**config.mk**
```make
export PLATFORM = sky130hd
export DESIGN_NAME = wake_cdr_config_regs
export DESIGN_NICKNAME = d
export VERILOG_FILES = /design/src/logic/cdr_regs_pkg.sv /design/src/logic/filter_cfg_if.sv /design/src/logic/wake_cdr_config_regs.sv /design/src/logic/time_const_select.sv
export SDC_FILE = /design/constraint.sdc
export NUM_CORES = 1
export LEC_CHECK = 0
export BUFFER_PORTS_ARGS = -buffer_cell sky130_fd_sc_hd__buf_2
export CAP_MARGIN = 30
export CORE_ASPECT_RATIO = 0.7
export CORE_MARGIN = 1.5
export CORE_UTILIZATION = 50
export CTS_CLUSTER_DIAMETER = 150
export DETAILED_ROUTE_END_ITERATION = 16
export GPL_TIMING_DRIVEN = 0
export PLACE_DENSITY_LB_ADDON = 0.1
export SLEW_MARGIN = 0
export SYNTH_ARGS = -nofsm -noshare
export SYNTH_HDL_FRONTEND = slang
export SYNTH_SLANG_ARGS = --single-unit
```
**constraint.sdc**
```tcl
create_clock -name i_clk -period 3 [get_ports i_clk]
set_input_delay 0.9 -clock i_clk [delete_from_list [all_inputs] [get_ports i_clk]]
set_output_delay 0.9 -clock i_clk [all_outputs]
set_load 0.02 [all_outputs]
```
**src/logic/cdr_regs_pkg.sv**
```systemverilog
// Purpose : Constants and types shared by the wake receiver recovery register bank
// Assumes : Word-addressed register port with 7-bit addresses and 16-bit data
// Notes   : Offsets are word addresses on the serial register port
`default_nettype none
package cdr_regs_pkg;
   // Register word addresses
   localparam logic [6:0]  OSC_CAL_STATUS_ADDR   = 7'h3D;
   localparam logic [6:0]  RECOVERY_CONTROL_ADDR = 7'h3E;
   // Calibration status field positions
   localparam int          CAL_HIGH_MSB          = 15;
   localparam int          CAL_HIGH_LSB          = 8;
   localparam int          CAL_LOW_MSB           = 7;
   localparam int          CAL_LOW_LSB           = 0;
   // Recovery control field positions
   localparam int          ENABLE_POS            = 0;
   localparam int          FILTER_SEL_LSB        = 2;
   localparam int          FILTER_SEL_MSB        = 3;
   localparam int          CLK_SEL_LSB           = 5;
   localparam int          CLK_SEL_MSB           = 6;
   // Writable bits of the control word: enable, filter and clock selection
   localparam logic [15:0] RECOVERY_CONTROL_MASK = 16'h006D;
   // Reset values after power-on or soft reset
   localparam logic [15:0] OSC_CAL_STATUS_RST    = 16'h0000;
   localparam logic [15:0] RECOVERY_CONTROL_RST  = 16'h0004;
   // Loop filter time constants
   localparam logic [5:0]  TIME_CONST_8          = 6'h08;
   localparam logic [5:0]  TIME_CONST_16         = 6'h10;
   localparam logic [5:0]  TIME_CONST_32         = 6'h20;
   // Adaptive mode falling-edge spacing bounds in bit times
   localparam logic [3:0]  SPACING_SHORT_MIN     = 4'h2;
   localparam logic [3:0]  SPACING_MID_MIN       = 4'h4;
   localparam logic [3:0]  SPACING_LONG_MIN      = 4'h9;
   localparam logic [3:0]  SPACING_LONG_MAX      = 4'hA;
   // Recovery clock rates in kHz
   localparam logic [16:0] CLK_RATE_75000_KHZ    = 17'h124F8;
   localparam logic [16:0] CLK_RATE_37500_KHZ    = 17'h0927C;
   localparam logic [16:0] CLK_RATE_18750_KHZ    = 17'h0493E;
   localparam logic [16:0] CLK_RATE_9375_KHZ     = 17'h0249F;

   // Loop filter selection encodings
   typedef enum logic [1:0] {
      FILTER_TC8      = 2'h0,
      FILTER_TC16     = 2'h1,
      FILTER_TC32     = 2'h2,
      FILTER_ADAPTIVE = 2'h3
   } loop_filter_select_t;

   // Recovery clock selection encodings
   typedef enum logic [1:0] {
      CLK_75_MHZ   = 2'h0,
      CLK_37P5_MHZ = 2'h1,
      CLK_18P75_MHZ = 2'h2,
      CLK_9P375_MHZ = 2'h3
   } recovery_clk_select_t;

   // Frequency in kHz of a recovery clock selection
   function automatic logic [16:0] clk_rate_khz(input logic [1:0] sel);
      case (sel)
         2'h0:    clk_rate_khz = CLK_RATE_75000_KHZ;
         2'h1:    clk_rate_khz = CLK_RATE_37500_KHZ;
         2'h2:    clk_rate_khz = CLK_RATE_18750_KHZ;
         default: clk_rate_khz = CLK_RATE_9375_KHZ;
      endcase
   endfunction : clk_rate_khz
endpackage : cdr_regs_pkg
`default_nettype wire

```
**src/logic/filter_cfg_if.sv**
```systemverilog
// Purpose : Carries loop filter configuration to the time constant selector
// Assumes : Single clock domain
// Notes   : ctrl side drives settings, sel side returns the time constant
`default_nettype none
interface filter_cfg_if;
   logic       enable;
   logic [1:0] filter_sel;
   logic       spacing_valid;
   logic [3:0] spacing;
   logic [5:0] time_const;

   modport ctrl (output enable, output filter_sel, output spacing_valid, output spacing, input time_const);
   modport sel  (input enable, input filter_sel, input spacing_valid, input spacing, output time_const);
endinterface : filter_cfg_if
`default_nettype wire

```
**src/logic/wake_cdr_config_regs.sv**
```systemverilog
// Purpose : Calibration status and recovery control registers of the wake receiver
// Assumes : Register port strobes are synchronous one-cycle pulses
// Notes   : i_rst_n is power-on or soft reset; i_restart keeps stored settings
`default_nettype none
// Summary of operation
// [RULE1] Calibration word: high byte 15:8, low 7:0
// [RULE2] Calibration cleared by reset, kept on restart
// [RULE3] Control reserved bits always read zero
// [RULE4] Recovery runs only while enable bit set
// [RULE5] Filter select 00/01/10 gives 8/16/32
// [RULE6] Select 11 adapts constant to edge spacing
// [RULE7] Clock select picks 75 down to 9.375 MHz
// [RULE8] Reset loads 0x0004; restart keeps fields
// [RULE9] Host avoids clock settings overflowing quanta counter
// [RULE10] Writes to read-only or reserved bits ignored
module wake_cdr_config_regs
   import cdr_regs_pkg::*;
(
   // Clock and reset
   input  wire logic        i_clk,
   input  wire logic        i_rst_n,
   input  wire logic        i_restart,
   // Register port
   input  wire logic [6:0]  i_reg_addr,
   input  wire logic        i_reg_wr,
   input  wire logic        i_reg_rd,
   input  wire logic [15:0] i_reg_wdata,
   output logic      [15:0] o_reg_rdata,
   output logic             o_reg_rvalid,
   output logic             o_reg_hit,
   // Oscillator calibration result
   input  wire logic        i_cal_load,
   input  wire logic [7:0]  i_cal_high,
   input  wire logic [7:0]  i_cal_low,
   // Recovery unit
   input  wire logic        i_spacing_valid,
   input  wire logic [3:0]  i_spacing,
   output logic             o_recovery_enable,
   output logic      [1:0]  o_recovery_clk_sel,
   output logic      [16:0] o_recovery_clk_khz,
   output logic      [5:0]  o_time_const
);
   logic        rst_meta_q;
   logic        rst_sync_q;
   logic [15:0] cal_q;
   logic [15:0] cal_d;
   logic [15:0] ctrl_q;
   logic [15:0] ctrl_d;
   logic [15:0] rdata_q;
   logic [15:0] rdata_d;
   logic        rvalid_q;
   logic        rvalid_d;
   logic        hit_cal;
   logic        hit_ctrl;
   logic        rst_n;

   filter_cfg_if cfg ();

   // Reset release through two flip-flops
   always_ff @(posedge i_clk or negedge i_rst_n) begin
      if (!i_rst_n) begin
         rst_meta_q <= 1'b0;
         rst_sync_q <= 1'b0;
      end else begin
         rst_meta_q <= 1'b1;
         rst_sync_q <= rst_meta_q;
      end
   end
   assign rst_n = rst_sync_q;

   // Address decode
   assign hit_cal   = (i_reg_addr == OSC_CAL_STATUS_ADDR);
   assign hit_ctrl  = (i_reg_addr == RECOVERY_CONTROL_ADDR);
   assign o_reg_hit = hit_cal | hit_ctrl;

   // Calibration word: loaded by hardware only, frozen during restart
   always_comb begin
      cal_d = cal_q;                                        // [RULE10]
      if (i_cal_load && !i_restart) begin
         cal_d[CAL_HIGH_MSB:CAL_HIGH_LSB] = i_cal_high;     // [RULE1]
         cal_d[CAL_LOW_MSB:CAL_LOW_LSB]   = i_cal_low;      // [RULE1]
      end
   end

   // Control word: host writes only the writable fields
   always_comb begin
      ctrl_d = ctrl_q;
      if (i_restart) begin
         ctrl_d = ctrl_q & RECOVERY_CONTROL_MASK;           // [RULE8]
      end else if (i_reg_wr && hit_ctrl) begin
         ctrl_d = i_reg_wdata & RECOVERY_CONTROL_MASK;      // [RULE10]
      end
   end

   // Read data captured one cycle after the read strobe
   always_comb begin
      rvalid_d = i_reg_rd;
      rdata_d  = rdata_q;
      if (i_reg_rd) begin
         if (hit_cal) begin
            rdata_d = cal_q;                                // [RULE1]
         end else if (hit_ctrl) begin
            rdata_d = ctrl_q & RECOVERY_CONTROL_MASK;       // [RULE3]
         end else begin
            rdata_d = 16'h0000;
         end
      end
   end

   // Register state
   always_ff @(posedge i_clk or negedge rst_n) begin
      if (!rst_n) begin
         cal_q    <= OSC_CAL_STATUS_RST;                    // [RULE2]
         ctrl_q   <= RECOVERY_CONTROL_RST;                  // [RULE8]
         rdata_q  <= 16'h0000;
         rvalid_q <= 1'b0;
      end else begin
         cal_q    <= cal_d;                                 // [RULE2]
         ctrl_q   <= ctrl_d;
         rdata_q  <= rdata_d;
         rvalid_q <= rvalid_d;
      end
   end

   assign o_reg_rdata  = rdata_q;
   assign o_reg_rvalid = rvalid_q;

   // Settings handed to the recovery unit
   assign cfg.enable        = ctrl_q[ENABLE_POS];
   assign cfg.filter_sel    = ctrl_q[FILTER_SEL_MSB:FILTER_SEL_LSB];
   assign cfg.spacing_valid = i_spacing_valid & ctrl_q[ENABLE_POS];
   assign cfg.spacing       = i_spacing;

   time_const_select u_time_const (
      .i_clk   (i_clk),
      .i_rst_n (rst_n),
      .cfg     (cfg)
   );

   // Recovery unit controls; the host keeps clock choice within counter range
   assign o_recovery_enable  = ctrl_q[ENABLE_POS];                               // [RULE4]
   assign o_recovery_clk_sel = ctrl_q[CLK_SEL_MSB:CLK_SEL_LSB];                  // [RULE7]
   assign o_recovery_clk_khz = clk_rate_khz(ctrl_q[CLK_SEL_MSB:CLK_SEL_LSB]);    // [RULE7] [RULE9]
   assign o_time_const       = ctrl_q[ENABLE_POS] ? cfg.time_const : 6'h00;      // [RULE4]
endmodule : wake_cdr_config_regs
`default_nettype wire

```
**src/logic/time_const_select.sv**
```systemverilog
// Purpose : Picks the recovery loop filter time constant
// Assumes : Spacing samples arrive as one-cycle valid strobes in bit times
// Notes   : Adaptive choice holds until a spacing in a known range arrives or a cleared enable returns it to 16
`default_nettype none
module time_const_select
   import cdr_regs_pkg::*;
(
   // Clock and reset
   input  wire logic   i_clk,
   input  wire logic   i_rst_n,
   // Configuration
   filter_cfg_if.sel   cfg
);
   logic [5:0] adapt_q;
   logic [5:0] adapt_d;

   // Adaptive constant from the latest falling-edge spacing
   always_comb begin
      adapt_d = adapt_q;
      if (!cfg.enable) begin
         adapt_d = TIME_CONST_16;
      end else if (cfg.spacing_valid) begin
         if (cfg.spacing >= SPACING_SHORT_MIN && cfg.spacing < SPACING_MID_MIN) begin
            adapt_d = TIME_CONST_32;                       // [RULE6]
         end else if (cfg.spacing >= SPACING_MID_MIN && cfg.spacing < SPACING_LONG_MIN) begin
            adapt_d = TIME_CONST_16;                       // [RULE6]
         end else if (cfg.spacing >= SPACING_LONG_MIN && cfg.spacing <= SPACING_LONG_MAX) begin
            adapt_d = TIME_CONST_8;                        // [RULE6]
         end
      end
   end

   // Adaptive constant register
   always_ff @(posedge i_clk or negedge i_rst_n) begin
      if (!i_rst_n) begin
         adapt_q <= TIME_CONST_16;
      end else begin
         adapt_q <= adapt_d;
      end
   end

   // Fixed or adaptive selection
   always_comb begin
      case (loop_filter_select_t'(cfg.filter_sel))
         FILTER_TC8:      cfg.time_const = TIME_CONST_8;   // [RULE5]
         FILTER_TC16:     cfg.time_const = TIME_CONST_16;  // [RULE5]
         FILTER_TC32:     cfg.time_const = TIME_CONST_32;  // [RULE5]
         FILTER_ADAPTIVE: cfg.time_const = adapt_q;        // [RULE6]
         default:         cfg.time_const = TIME_CONST_16;
      endcase
   end
endmodule : time_const_select
`default_nettype wire

```
### Word-level counts from Yosys, hierarchy flattened

Index checks and enable logic that the tools add are counted.
W data, S select, Z words.

* bits of input ports: 50
* output and inout port bits: 44
* bits in registers: 46
* logic and storage cells: 45

* reduce and logical (&&, ||, !) cells: 10
* $lt $le $gt $ge: 6
* equality and inequality tests: 9
* bitwise operators: 3
* multiplexer cells: 10

Operators by type and width (count)
* $pmux W17 S3: 1
* $mux W6: 6
* $pmux W6 S4: 1
* $mux W16: 1
* $eq A7 B6 Y1 const B: 2
* $mux W7: 1
* $eq A2 B2 Y1 const B: 3
* $logic_and A1 B1 Y1: 5
* $eq A2 B1 Y1 const B: 2
* $ge A4 B2 Y1 const B: 1
* $ge A4 B3 Y1 const B: 1
* $ge A4 B4 Y1 const B: 1
* $le A4 B4 Y1 const B: 1
* $logic_not A2 Y1: 2
* $lt A4 B3 Y1 const B: 1
* $lt A4 B4 Y1 const B: 1
* $ne A4 B1 Y1 const B: 1
* $reduce_and A2 Y1: 2
* $ne A2 B1 Y1 const B: 1
* $and A1 B1 Y1: 1
* $logic_not A1 Y1: 1
* $not A1 Y1: 1
* $or A1 B1 Y1: 1

### Longest topological paths before layout

* depth after elaboration: 7
* depth in mapped cells: 5

### Cells and area by module

Synthesis repeated with hierarchy kept, for this count alone.

* cell total of the unflattened synthesis: 178
* area, all modules: 2059.5 um^2

By module, submodules not included
* wake_cdr_config_regs: area an instance 1809.2 um^2, times used 1, cells each 147
* time_const_select: area an instance 250.2 um^2, times used 1, cells each 31

### Worst setup path before layout

Ideal clock, no wire load.

* path type: input -> output
* from: input i_reg_addr[6]
* to: output o_reg_hit
* setup slack: 638 ps
* arrival time: 1462 ps
* buffers on the path: 0
* stages: 2
* required time: 2100 ps
* path through: and4b_2 > o211a_1

* cells in the longest elaborated chain, start to end: 2
* elaborated cells between the ends (all ways): 3
* classes of those cells: eq/ne: 2; bitwise: 1

Ends and longest elaborated chain
* start: declaration: line wake_cdr_config_regs.sv:24 `input wire logic [6:0] i_reg_addr,`
* $eq A7 B6 Y1 (on tied branches): line wake_cdr_config_regs.sv:72, wake_cdr_config_regs.sv:73
* $or A1 B1 Y1 *: line wake_cdr_config_regs.sv:74 `assign o_reg_hit = hit_cal | hit_ctrl;`
* end: declaration: line wake_cdr_config_regs.sv:30 `output logic o_reg_hit,`

Every way passes the cells marked *; elsewhere a longest branch is shown, timed or not.

### Worst setup path after layout

* from: input i_reg_addr[0]
* to: output o_reg_hit

Same word-level chain as after synthesis.

==> impl_summary.txt <==
----------------------------------------------------
[Final layout]
  Layout overhead on the synthesized area ... 29.0%
  Number of antenna repair diodes ... 0
  Share of final-layout standard cells stronger than drive strength 1 ... 0.487
  Area occupied by registers ... 1080 sq um
  Footprint of the multi-input gates ... 802 sq um
  Number of filler cells placed in the layout ... 324
  Post-layout instance area ... 2650 sq um
  Util after Layout ... 0.674
  Nets@finish ... 321

[Drt]
  First-iteration detailed-routing DRC count ... 62
  Routed WL ... 3.96 mm
  Routed wire length per instance ... 12.4 um
  Count of TritonRoute iterations in the first routing pass ... 5
  Antenna-violating nets left ... 0
  Ratio of routed vias to standard cells ... 4.86
  Count of vias placed by the detailed router ... 1,550
  Number of remaining DRC errors ... 0

[STA]
  Final period utilization ... 0.854
  Final number of hold-violating endpoints ... 0
  Highest clock frequency the design can meet ... 390 MHz
  Time the worst path needs with I/O delays and setup ... 2.56 ns
  Relative slew margins ... 0.414
  TNS Setup ... 0 ns
  Unrepaired setup endpoints after global routing ... no
  Slew at the pin closest to its max-slew limit ... 0.879 ns
  Maximum clock skew at final layout ... 0.00323 ns
  Setup-violating endpoint count in the final report ... 0
  Slack of the critical path ... 0.439 ns
  Count of final max-slew check failures ... 0

[Clock tree]
  Insertion delay of the later-clocked pin in the worst-skew pair ... 0.29 ns
  Total CTS buffers ... 5
  TritonCTS clock tree ... built
  Clock transition time at the flip-flop clock pins of the worst setup and hold paths ... 0.08 ns
  Number of sinks on the clock net ... 43
  Maximum buffer depth of the clock tree ... 2
  Number of setup buffers added after CTS ... 0
  Number of H-tree branching levels ... 2
  Root cell of the clock tree ... sky130_fd_sc_hd__clkbuf_8
  Post-cts repair resize count ... 0
  Cts hold-fix bufs ... 0

[Global route]
  Maximum number of pins on one net before global-route repair ... 42
  Initial antenna violation count ... 0
  Total congestion overflow ... 0
  Via count of the first global-routing pass ... 1,394
  Wire length of the first global-routing pass ... 6.59 mm
  All-Layer GR Usage ... 0.193

[Critical path]
  Logic depth of the worst register-to-register path ... 0
  Capture instance of the worst register-to-register path ... ctrl_q[3]
  Worst endpoint data arrival time ... 1.66 ns
  Largest fanout on the critical path ... 7
  Worst setup path class ... input port to output pin
  Required time worst endpoint ... 2.10 ns
  Launching element type of the critical path ... input port
  Element type at the critical path end ... output pin
  R2R Setup Slk ... 2.05 ns
  Source of the worst register-to-register timing path ... rst_n

[Synthesis]
  Cell count after synthesis ... 179
  Flip-flop cell with the highest count after synthesis ... sky130_fd_sc_hd__dfrtp_1
  Dominant cell by count in the synthesized netlist ... sky130_fd_sc_hd__dfrtp_1
  Share of synthesized flip-flops with an asynchronous set or reset ... 1.00
  Avg Cell Area, Syn ... 11.5 sq um
  Synth top cells by count ... 41 x sky130_fd_sc_hd__dfrtp_1, 21 x sky130_fd_sc_hd__mux2_2, 19 x sky130_fd_sc_hd__nand2_1, 14 x sky130_fd_sc_hd__buf_4
  Number of synthesized register bits ... 43
  Number of warnings printed during yosys synthesis ... 0
  Leading post-synthesis cells by cell area ... sky130_fd_sc_hd__dfrtp_1 50%, sky130_fd_sc_hd__mux2_2 12%, sky130_fd_sc_hd__buf_4 5.1%, sky130_fd_sc_hd__o2bb2ai_1 4.7%, sky130_fd_sc_hd__nand2_1 3.5%
  Post-synth EDFFs ... 0
  Area of the mapped netlist ... 2050 sq um
  Portion of the post-synthesis area used by sequential elements ... 0.526
  Most area-hungry cell type in the Yosys netlist ... sky130_fd_sc_hd__dfrtp_1
  Synth cell types ... 33
  Top-area cell type share of the netlist area ... 0.500

[Placed design]
  DP Area ... 2510 sq um
  HPWL after DPL ... 3.00 mm
  Pre-CTS setup slack ... 0.439 ns
  RD Place Congestion ... 0.901
  Port Buf Inserts ... 76

[Floorplanning]
  Die Span X ... 79.5 um
  Vertical die dimension ... 56.6 um
  Number of standard-cell rows in the floorplan ... 19
  Die Area ... 4500 sq um
  Core area ... 3920 sq um
  Count of boundary I/O pins ... 94
  Effective utilization at floorplan ... 0.523

[Min path]
  Worst hold start ... rst_meta_q
  Hold depth ... 0
  End of the worst hold path ... rst_n
  Worst hold-check path type ... flop to flop

[Power and ir drop]
  Power per cell area ... 510 nW/um^2
  Overall power after layout ... 1350 uW
  Leakage power summed over all cells ... 0.00138 uW
  Highest ir drop seen on vdd ... 497 uV

[Run]
  Max-cap violations ... 0

[Outcome]
  Status ... finished, final reports clean

----------------------------------------------------
==> power breakdown <==
group	internal (uW)	leakage [uW]	switching, uW
registers	618	0.000549	32.1
logic	88.7	0.000767	88.1
clock network	333	0.0000654	189
total	1040	0.00138	310
==> cell families after synthesis <==
family | count (synthesis) | synth area share
DFF | 43 | 0.526
and+or+nand+nor | 39 | 0.102
AOI/OAI and AO/OA | 35 | 0.128
buffers and inverters | 33 | 0.0903
muxes | 21 | 0.115
adders and majority gates | 5 | 0.0305
other | 2 | 0.00366
xor gates and xnor gates | 1 | 0.00427
==> state kept, by name (all words and copies together) (netlist names) <==
register,cells
u_time_const.adapt_q,3
ctrl_q,5
o_reg_rdata,16
rst_meta_q,1
rst_n,1
o_reg_rvalid,1
cal_q,16
==> how the worst max path moves through the flow <==
stage | start | to | slack [ns] | cells past startpoint
floorplan | i_reg_addr[6] | o_reg_hit | 0.64 | 2
global placement | i_reg_addr[0] | o_reg_hit | 0.43 | 5
detailed placement | i_reg_addr[0] | o_reg_hit | 0.44 | 5
CTS | i_reg_addr[0] | o_reg_hit | 0.44 | 5
global route | i_reg_addr[0] | o_reg_hit | 0.38 | 5
finish | i_reg_addr[0] | o_reg_hit | 0.44 | 5
==> layout by cell type (no fill, tap or decap), types with 3 or more instances in the layout <==
master	count
sky130_fd_sc_hd__ha_1	5
sky130_fd_sc_hd__o31ai_1	6
sky130_fd_sc_hd__mux2_2	21
sky130_fd_sc_hd__clkbuf_8	5
sky130_fd_sc_hd__buf_2	78
sky130_fd_sc_hd__nor2b_1	6
sky130_fd_sc_hd__dfrtp_1	40
sky130_fd_sc_hd__nand2_1	19
sky130_fd_sc_hd__buf_4	14
sky130_fd_sc_hd__a21oi_1	4
sky130_fd_sc_hd__o2bb2ai_1	11
sky130_fd_sc_hd__nor2_1	3
sky130_fd_sc_hd__conb_1	6
sky130_fd_sc_hd__a22oi_1	5
sky130_fd_sc_hd__inv_1	11
sky130_fd_sc_hd__clkbuf_1	4
==> worst max-delay path, cell delays in order <==
cell and delay [ns]:
sky130_fd_sc_hd__buf_2 0.10, sky130_fd_sc_hd__nor2b_1 0.12, sky130_fd_sc_hd__clkbuf_2 0.16, sky130_fd_sc_hd__o211a_1 0.23, sky130_fd_sc_hd__buf_2 0.15
==> routing by layer <==
metal	global-route usage	share of wire
met1	0.284	0.49
met2	0.281	0.44
met3	0.0553	0.063
met4	0.0526	0.0083
met5	0	0
==> layout make-up <==
| class | instances | area share |
|---|---|---|
| multi-input combinational | 107 | 0.303 |
| clock buffer | 6 | 0.0274 |
| tap | 52 | 0.0246 |
| sequential | 43 | 0.408 |
| buffer | 22 | 0.0544 |
| clock inverter | 2 | 0.0227 |
| inverter | 11 | 0.0156 |
| timing repair buffer | 76 | 0.144 |
==> stage by stage <==
step	instances	hold WS, ns
after floorplan	183	0.331
after detailed placement	311	0.336
after global routing	319	0.361
after CTS	319	0.355
final	319	0.353
after global placement	311	0.334
Note: power is estimated with default switching activity, not from simulation.
